[config.mk]
export PLATFORM = sky130hd
export DESIGN_NAME = hbd_top
export DESIGN_NICKNAME = d
export VERILOG_FILES = /design/src/core/hbd_top.v /design/src/core/hbd_phase_decode.v
export VERILOG_INCLUDE_DIRS = /design/src /design/src/core
export SDC_FILE = /design/constraint.sdc
export NUM_CORES = 1
export LEC_CHECK = 0
export BUFFER_PORTS_ARGS = -buffer_cell sky130_fd_sc_hd__clkbuf_2
export CORE_MARGIN = 2
export CORE_UTILIZATION = 60
export DETAILED_ROUTE_END_ITERATION = 8
export GPL_ROUTABILITY_DRIVEN = 0
export PLACE_DENSITY = 0.84
export SLEW_MARGIN = 10
export SYNTH_ARGS = -nofsm -noshare
export SYNTH_HDL_FRONTEND = slang
export SYNTH_HIERARCHICAL = 1
export SYNTH_SLANG_ARGS = --single-unit
[constraint.sdc]
create_clock -name ref_clk -period 5.28 [get_ports ref_clk]
set_input_delay 0.264 -clock ref_clk [delete_from_list [all_inputs] [get_ports ref_clk]]
set_output_delay 0.264 -clock ref_clk [all_outputs]
set_load 0.05 [all_outputs]
[src/core/hbd_defines.vh]
// constants for the half-bridge drive scheme decoder
`ifndef HBD_DEFINES_VH
`define HBD_DEFINES_VH
`define HBD_MODE_6X 2'h0
`define HBD_MODE_6X_LIM 2'h1
`define HBD_MODE_3X 2'h2
`define HBD_MODE_3X_LIM 2'h3
`define HBD_STRAP_ANALOG_GROUND 2'h0
`define HBD_MODE_RST 2'h0
`define HBD_READY_US 1000
`define HBD_CLK_MHZ 20
`define HBD_READY_CYC (`HBD_READY_US * `HBD_CLK_MHZ)
`define HBD_CAUSE_W 8
`endif

[src/core/hbd_top.v]
// drive scheme selection, three phase decoders, readiness and fault flag
`timescale 1ns/1ps
`default_nettype none
`include "hbd_defines.vh"

// scheme decoder for a three-phase bridge driver
// limitations and trade-offs:
// - a scheme change while the bridges switch is not guarded here;
//   the controller is expected to park all phase inputs low first
// - phase outputs lag the inputs by two clocks, one more after a
//   scheme change, traded for flip-flop outputs at this level
// - the strap is read as a settled level, with no debounce window
// - fault causes are kept only on the serial variant
// - a fault forces every bridge to high impedance, whatever the
//   inputs ask for, until the event has gone
module hbd_top #(
	parameter READY_CYC = `HBD_READY_CYC,
	parameter SERIAL_VARIANT = 1
) (
	input wire ref_clk,
	input wire rst,
	input wire [1:0] mode_reg,
	input wire [1:0] mode_strap,
	input wire [2:0] high_side_cmd,
	input wire [2:0] low_side_cmd,
	input wire [`HBD_CAUSE_W-1:0] protect_event,
	input wire cause_clear,
	output reg [2:0] phase_output_drive_q,
	output reg [2:0] phase_output_hiz_q,
	output reg [1:0] scheme_q,
	output reg limit_enable_q,
	output reg sense_amp_output_en_q,
	output reg serial_ready_q,
	output reg fault_flag_n_q,
	output reg [`HBD_CAUSE_W-1:0] fault_cause_q
);
	// counter sized for the full power-up wait at the nominal clock
	localparam CNT_W = 25;
	// last count of the wait, cut to the counter width on purpose
	localparam integer READY_LAST_I = READY_CYC - 1;
	localparam [CNT_W-1:0] READY_LAST = READY_LAST_I[CNT_W-1:0];
	localparam [CNT_W-1:0] CNT_ZERO = 25'h000_0000;
	localparam [CNT_W-1:0] CNT_ONE = 25'h000_0001;

	// readiness states, one-hot
	localparam [1:0] RDY_WAIT = 2'h1;
	localparam [1:0] RDY_OPEN = 2'h2;

	// true for the two schemes that limit current cycle by cycle
	function scheme_limited;
		input [1:0] code;
		begin
			scheme_limited = (code == `HBD_MODE_6X_LIM) || (code == `HBD_MODE_3X_LIM);
		end
	endfunction

	// scheme source: register on the serial variant, strap on the pin variant
	function [1:0] scheme_pick;
		input serial;
		input [1:0] reg_code;
		input [1:0] strap_code;
		begin
			if (serial)
				scheme_pick = reg_code;
			else
				scheme_pick = strap_code;
		end
	endfunction

	// next sticky cause word; a fresh event always lands, even on a clear
	function [`HBD_CAUSE_W-1:0] cause_next;
		input [`HBD_CAUSE_W-1:0] held;
		input clear;
		input [`HBD_CAUSE_W-1:0] events;
		begin
			if (clear)
				cause_next = events;
			else
				cause_next = held | events;
		end
	endfunction

	reg [1:0] scheme_d;
	reg [CNT_W-1:0] ready_cnt_q;
	reg [CNT_W-1:0] ready_cnt_d;
	reg [1:0] rdy_state_q;
	reg [1:0] rdy_state_d;
	reg ready_d;
	wire [2:0] drv_w;
	wire [2:0] hiz_w;
	wire any_fault;
	assign any_fault = |protect_event;

	// selection source; strap read each cycle as a static level
	always @* begin
		// strap codes already match scheme codes, analog_ground gives 00
		scheme_d = scheme_pick(SERIAL_VARIANT != 0, mode_reg, mode_strap);
	end

	// controller idles inputs before changes, so no glitch guard here
	always @(posedge ref_clk or posedge rst) begin
		if (rst) begin
			scheme_q <= `HBD_MODE_RST;
			limit_enable_q <= 1'b0;
			sense_amp_output_en_q <= 1'b0;
		end else begin
			scheme_q <= scheme_d;
			// limit schemes take the shared pin
			limit_enable_q <= scheme_limited(scheme_d);
			sense_amp_output_en_q <= ~scheme_limited(scheme_d);
		end
	end
	genvar g;
	generate
		for (g = 0; g < 3; g = g + 1) begin : ph
			hbd_phase_decode u_dec (
				.ref_clk(ref_clk),
				.rst(rst),
				.mode(scheme_q),
				.fault_off(any_fault),
				.high_side_cmd(high_side_cmd[g]),
				.low_side_cmd(low_side_cmd[g]),
				.phase_drive_q(drv_w[g]),
				.phase_hiz_q(hiz_w[g])
			);
		end
	endgenerate
	// retime so outputs leave flip-flops at top level
	always @(posedge ref_clk or posedge rst) begin
		if (rst) begin
			phase_output_drive_q <= 3'h0;
			phase_output_hiz_q <= 3'h7;
		end else begin
			phase_output_drive_q <= drv_w;
			phase_output_hiz_q <= hiz_w;
		end
	end

	// power-up wait, then the serial link stays open until reset
	always @* begin
		rdy_state_d = rdy_state_q;
		ready_cnt_d = ready_cnt_q;
		ready_d = 1'b0;
		case (rdy_state_q)
			RDY_WAIT: begin
				// counter stops once open, so it never wraps on long runs
				ready_cnt_d = ready_cnt_q + CNT_ONE;
				if (ready_cnt_q >= READY_LAST) begin
					rdy_state_d = RDY_OPEN;
					ready_d = 1'b1;
				end
			end
			RDY_OPEN: begin
				ready_d = 1'b1;
			end
			default: begin
				// illegal code: restart the wait rather than open early
				rdy_state_d = RDY_WAIT;
				ready_cnt_d = CNT_ZERO;
			end
		endcase
	end

	// readiness registers; the flag leaves a flip-flop like every output
	always @(posedge ref_clk or posedge rst) begin
		if (rst) begin
			rdy_state_q <= RDY_WAIT;
			ready_cnt_q <= CNT_ZERO;
			serial_ready_q <= 1'b0;
		end else begin
			rdy_state_q <= rdy_state_d;
			ready_cnt_q <= ready_cnt_d;
			serial_ready_q <= ready_d;
		end
	end

	// fault pin follows any protection event one clock later
	always @(posedge ref_clk or posedge rst) begin
		if (rst) begin
			fault_flag_n_q <= 1'b1;
		end else begin
			fault_flag_n_q <= ~any_fault;
		end
	end

	// sticky cause on the serial variant; new events beat the clear
	always @(posedge ref_clk or posedge rst) begin
		if (rst) begin
			fault_cause_q <= {`HBD_CAUSE_W{1'b0}};
		end else if (SERIAL_VARIANT != 0) begin
			fault_cause_q <= cause_next(fault_cause_q, cause_clear, protect_event);
		end
	end
endmodule
`default_nettype wire

[src/core/hbd_phase_decode.v]
// one half-bridge command decoder, registered
`timescale 1ns/1ps
`default_nettype none
`include "hbd_defines.vh"
module hbd_phase_decode (
	input wire ref_clk,
	input wire rst,
	input wire [1:0] mode,
	input wire fault_off,
	input wire high_side_cmd,
	input wire low_side_cmd,
	output reg phase_drive_q,
	output reg phase_hiz_q
);
	reg drive_d;
	reg hiz_d;
	// pure level decode, nothing carried across pwm periods
	always @* begin
		drive_d = 1'b0;
		hiz_d = 1'b1;
		case (mode)
			`HBD_MODE_6X, `HBD_MODE_6X_LIM: begin
				hiz_d = (high_side_cmd == low_side_cmd);
				drive_d = high_side_cmd & ~low_side_cmd;
			end
			default: begin
				hiz_d = ~low_side_cmd;
				drive_d = low_side_cmd & high_side_cmd;
			end
		endcase
		// protection forces the bridge off
		if (fault_off) begin
			hiz_d = 1'b1;
			drive_d = 1'b0;
		end
	end
	always @(posedge ref_clk or posedge rst) begin
		if (rst) begin
			phase_drive_q <= 1'b0;
			phase_hiz_q <= 1'b1;
		end else begin
			phase_drive_q <= drive_d;
			phase_hiz_q <= hiz_d;
		end
	end
endmodule
`default_nettype wire

==> flow_metrics.tcl <==
set metrics [dict create \
    die_h_um 68.0 \
    wirelength_mm 4.35 \
    numClockSinks 53 \
    wire_per_inst_um 13.8 \
    clkTransAtPathRegs_ns 0.10 \
    syn_nets 252 \
    total_power_uw 737 \
    outcome "finished, final reports clean" \
    cp-start-kind "register" \
    cts_made_buffers 5 \
    hold_path_class "input pin to register" \
    report.final.slew_viol_count 0 \
    finalNonFillerCells 316 \
    synth-xor-area-share_pct 3.20 \
    cts_setup_buffers 0 \
    io_buffers 38 \
    muxShareOfSynthArea_pct 1.22 \
    syn_inst 228 \
    synth_flop_cell "dfrtp_1" \
    synth_edf_count 0 \
    hold_viol_final 0 \
    fmax_mhz 390 \
    fin_area_um2 2760 \
    end_kind "register" \
    syn_avg_cell_area_um2 10.8 \
    yosysWarnings 6 \
    rows 23 \
    synthAdderAreaFrac_pct 1.53 \
    fin_skew_ns 0.00875 \
    slew_headroom_pct 37.6 \
    drive_gt1_share_pct 25.9 \
    htree_levels 2 \
    n_antenna_cell 0 \
    clk_latency_ns 0.30 \
    drv_cap 0 \
    ctsResizeCount 0 \
    worst_pin_slew_ns 0.935 \
    start_util_pct 61.9 \
    cpPeakStageDelay_ns 0.56 \
    drtIter0Drc 95 \
    dieWidth_um 68.0 \
    clock_path_buffers 2 \
    io_pins 41 \
    finish.net_count 289 \
    crit_path_max_fanout 20 \
    period_share_pct 48.6 \
    placeableCoreArea_um2 3970 \
    pre_cts_ws_ns 2.75 \
    p_per_area_nw_per_um2 267 \
    final_core_util_pct 69.4 \
    synth-seq-cells 53 \
    hpwl_mm 3.12 \
    rsz0062_at_grt "no" \
    area_delta_synth_final_pct 12.0 \
    critPathArrivalTime_ns 2.79 \
    syn_area_um2 2460 \
    dp.cells 307 \
    setup_tns_ns 0 \
    worst_slack_ns 2.72 \
    setup_violations 0 \
    p_leak_nw 1.26 \
    yosysSeqAreaShare_pct 54.3 \
    ir_drop_uv 187 \
    synth_top_family_by_area "simple AND/OR/NAND/NOR gates" \
    synth_compound_area_share_pct 14.4 \
    cts_root_buffer "clkbuf_8" \
    viasPerCell 5.76 \
    num_vias 1821 \
    die_area_um2 4630 \
    cts_tree "yes" \
    remaining_drc_errors 0 \
    hold_slack_ns 0.0775 \
    drtAntennaViolNets 0 \
    synth.distinct_cells 48 \
    grt_max_degree 48 \
    postSynth.asyncResetShare_pct 100 \
    worstPathRequired_ns 5.50 \
    firstDrtPassIters 4 \
    fin_crit_ns 2.56 \
    antenna_found_initial 0 \
    synth-simple-area-share_pct 20.7 \
    grt_pass1_wl_mm 7.62 \
    overflow 0 \
    place_area_um2 2640 \
    gr-usage-all-layers_pct 22.3 \
    criticalPathCategory "register to register" \
    layout_common_cells "45 x dfrtp_1, 38 x clkbuf_2, 16 x nand2_1, 13 x a21oi_1, 12 x nor2_1" \
    crit_chain "inv_1, ha_1, nand3b_1, or4_4, or4_1, a21oi_1" \
    grt_pass1_vias 1778 \
    final_common_cell "dfrtp_1" \
    slowest_stage "dfstp_2" \
]
sequential cells by signal (all words and copies together), names as in the netlist, 2 cells and up:
name,flops
ph.u_dec/phase_hiz_q,3
ph.u_dec/phase_drive_q,3
ready_cnt_q,25
phase_output_hiz_q,3
rdy_state_q,2
fault_cause_q,8
scheme_q,2
phase_output_drive_q,3
where the power goes:
group / leakage [nW] / internal, mW / switching, mW
sequential: 0.668 / 0.412 / 0.00367
combinational: 0.537 / 0.0146 / 0.0383
clock: 0.0552 / 0.141 / 0.128
synthesized netlist by cell type, drive strengths merged, types with 3 or more instances:
cell type	n	area [um2]
xnor2	6	52.6
or3	4	27.5
nand2	16	60.1
nor3	5	25.0
dfrtp	45	1130
nand4	5	37.5
or4	6	48.8
dfstp	8	210
a21o	9	67.6
nor2b	7	43.8
xor2	3	26.3
inv	10	37.5
nor2	13	51.3
buf	4	45.0
ha	3	37.5
nand3	8	40.0
clkbuf	5	30.0
a21oi	13	65.1
nand2b	3	18.8
nor4	10	62.6
o21ai	10	50.1
o31ai	6	45.0
o31a	3	28.8
mux2i	3	30.0
nor3b	3	37.5
critical path: cells and delay by family, from the launching register on:
kind                       cells  cell delay, ns
adders and majority gates      1            0.37
AOI/OAI and AO/OA              1            0.17
buffers and inverters          1            0.05
DFF                            1            0.56
and+or+nand+nor                3            1.33
area by class of cell:
type	instances	area [um2]
Inverter	10	37.5
Multi-Input combinational cell	156	1010
Timing Repair Buffer	39	200
Clock inverter	2	35.0
Fill cell	279	1220
Sequential cell	53	1340
Tap cell	50	62.6
Clock buffer	6	72.6
final timing paths:
kind,cells after the start,end,from,slack (ns)
max,6,ready_cnt_q[23]$_DFFE_PP0P_,rdy_state_q[0]$_DFFE_PP1P_,2.72
min,1,scheme_q[1]$_DFF_PP0_,mode_reg[1],0.08
max reg2reg,6,ready_cnt_q[23]$_DFFE_PP0P_,rdy_state_q[0]$_DFFE_PP1P_,2.72
min reg2reg,0,phase_output_drive_q[1]$_DFF_PP0_,ph[1].u_dec/phase_drive_q$_DFF_PP0_,0.35
max in group asynchronous,3,ready_cnt_q[20]$_DFFE_PP0P_,rst,3.95
min in group asynchronous,3,ph[1].u_dec/phase_drive_q$_DFF_PP0_,rst,0.38
metal layers:
metal	vias up	track usage (%)	wire length, um
met5	-	0	0
met4	0	7.25	72
met3	7	5.43	212
met2	40	39.3	2200
met1	880	26.7	1870
li1	894	-	-
cells by family after synthesis:
family	after synthesis
simple gates	88
compound gates	53
flops	53
buf+inv	19
xor+xnor	9
mux	3
fa+ha+maj	3
timing repair:
action / CTS / global route
setup endpoints to repair: 0 / 0
hold endpoints to repair: 3 / 0
hold buffers: 1 / 0
Power figures use the tool's default switching activity.
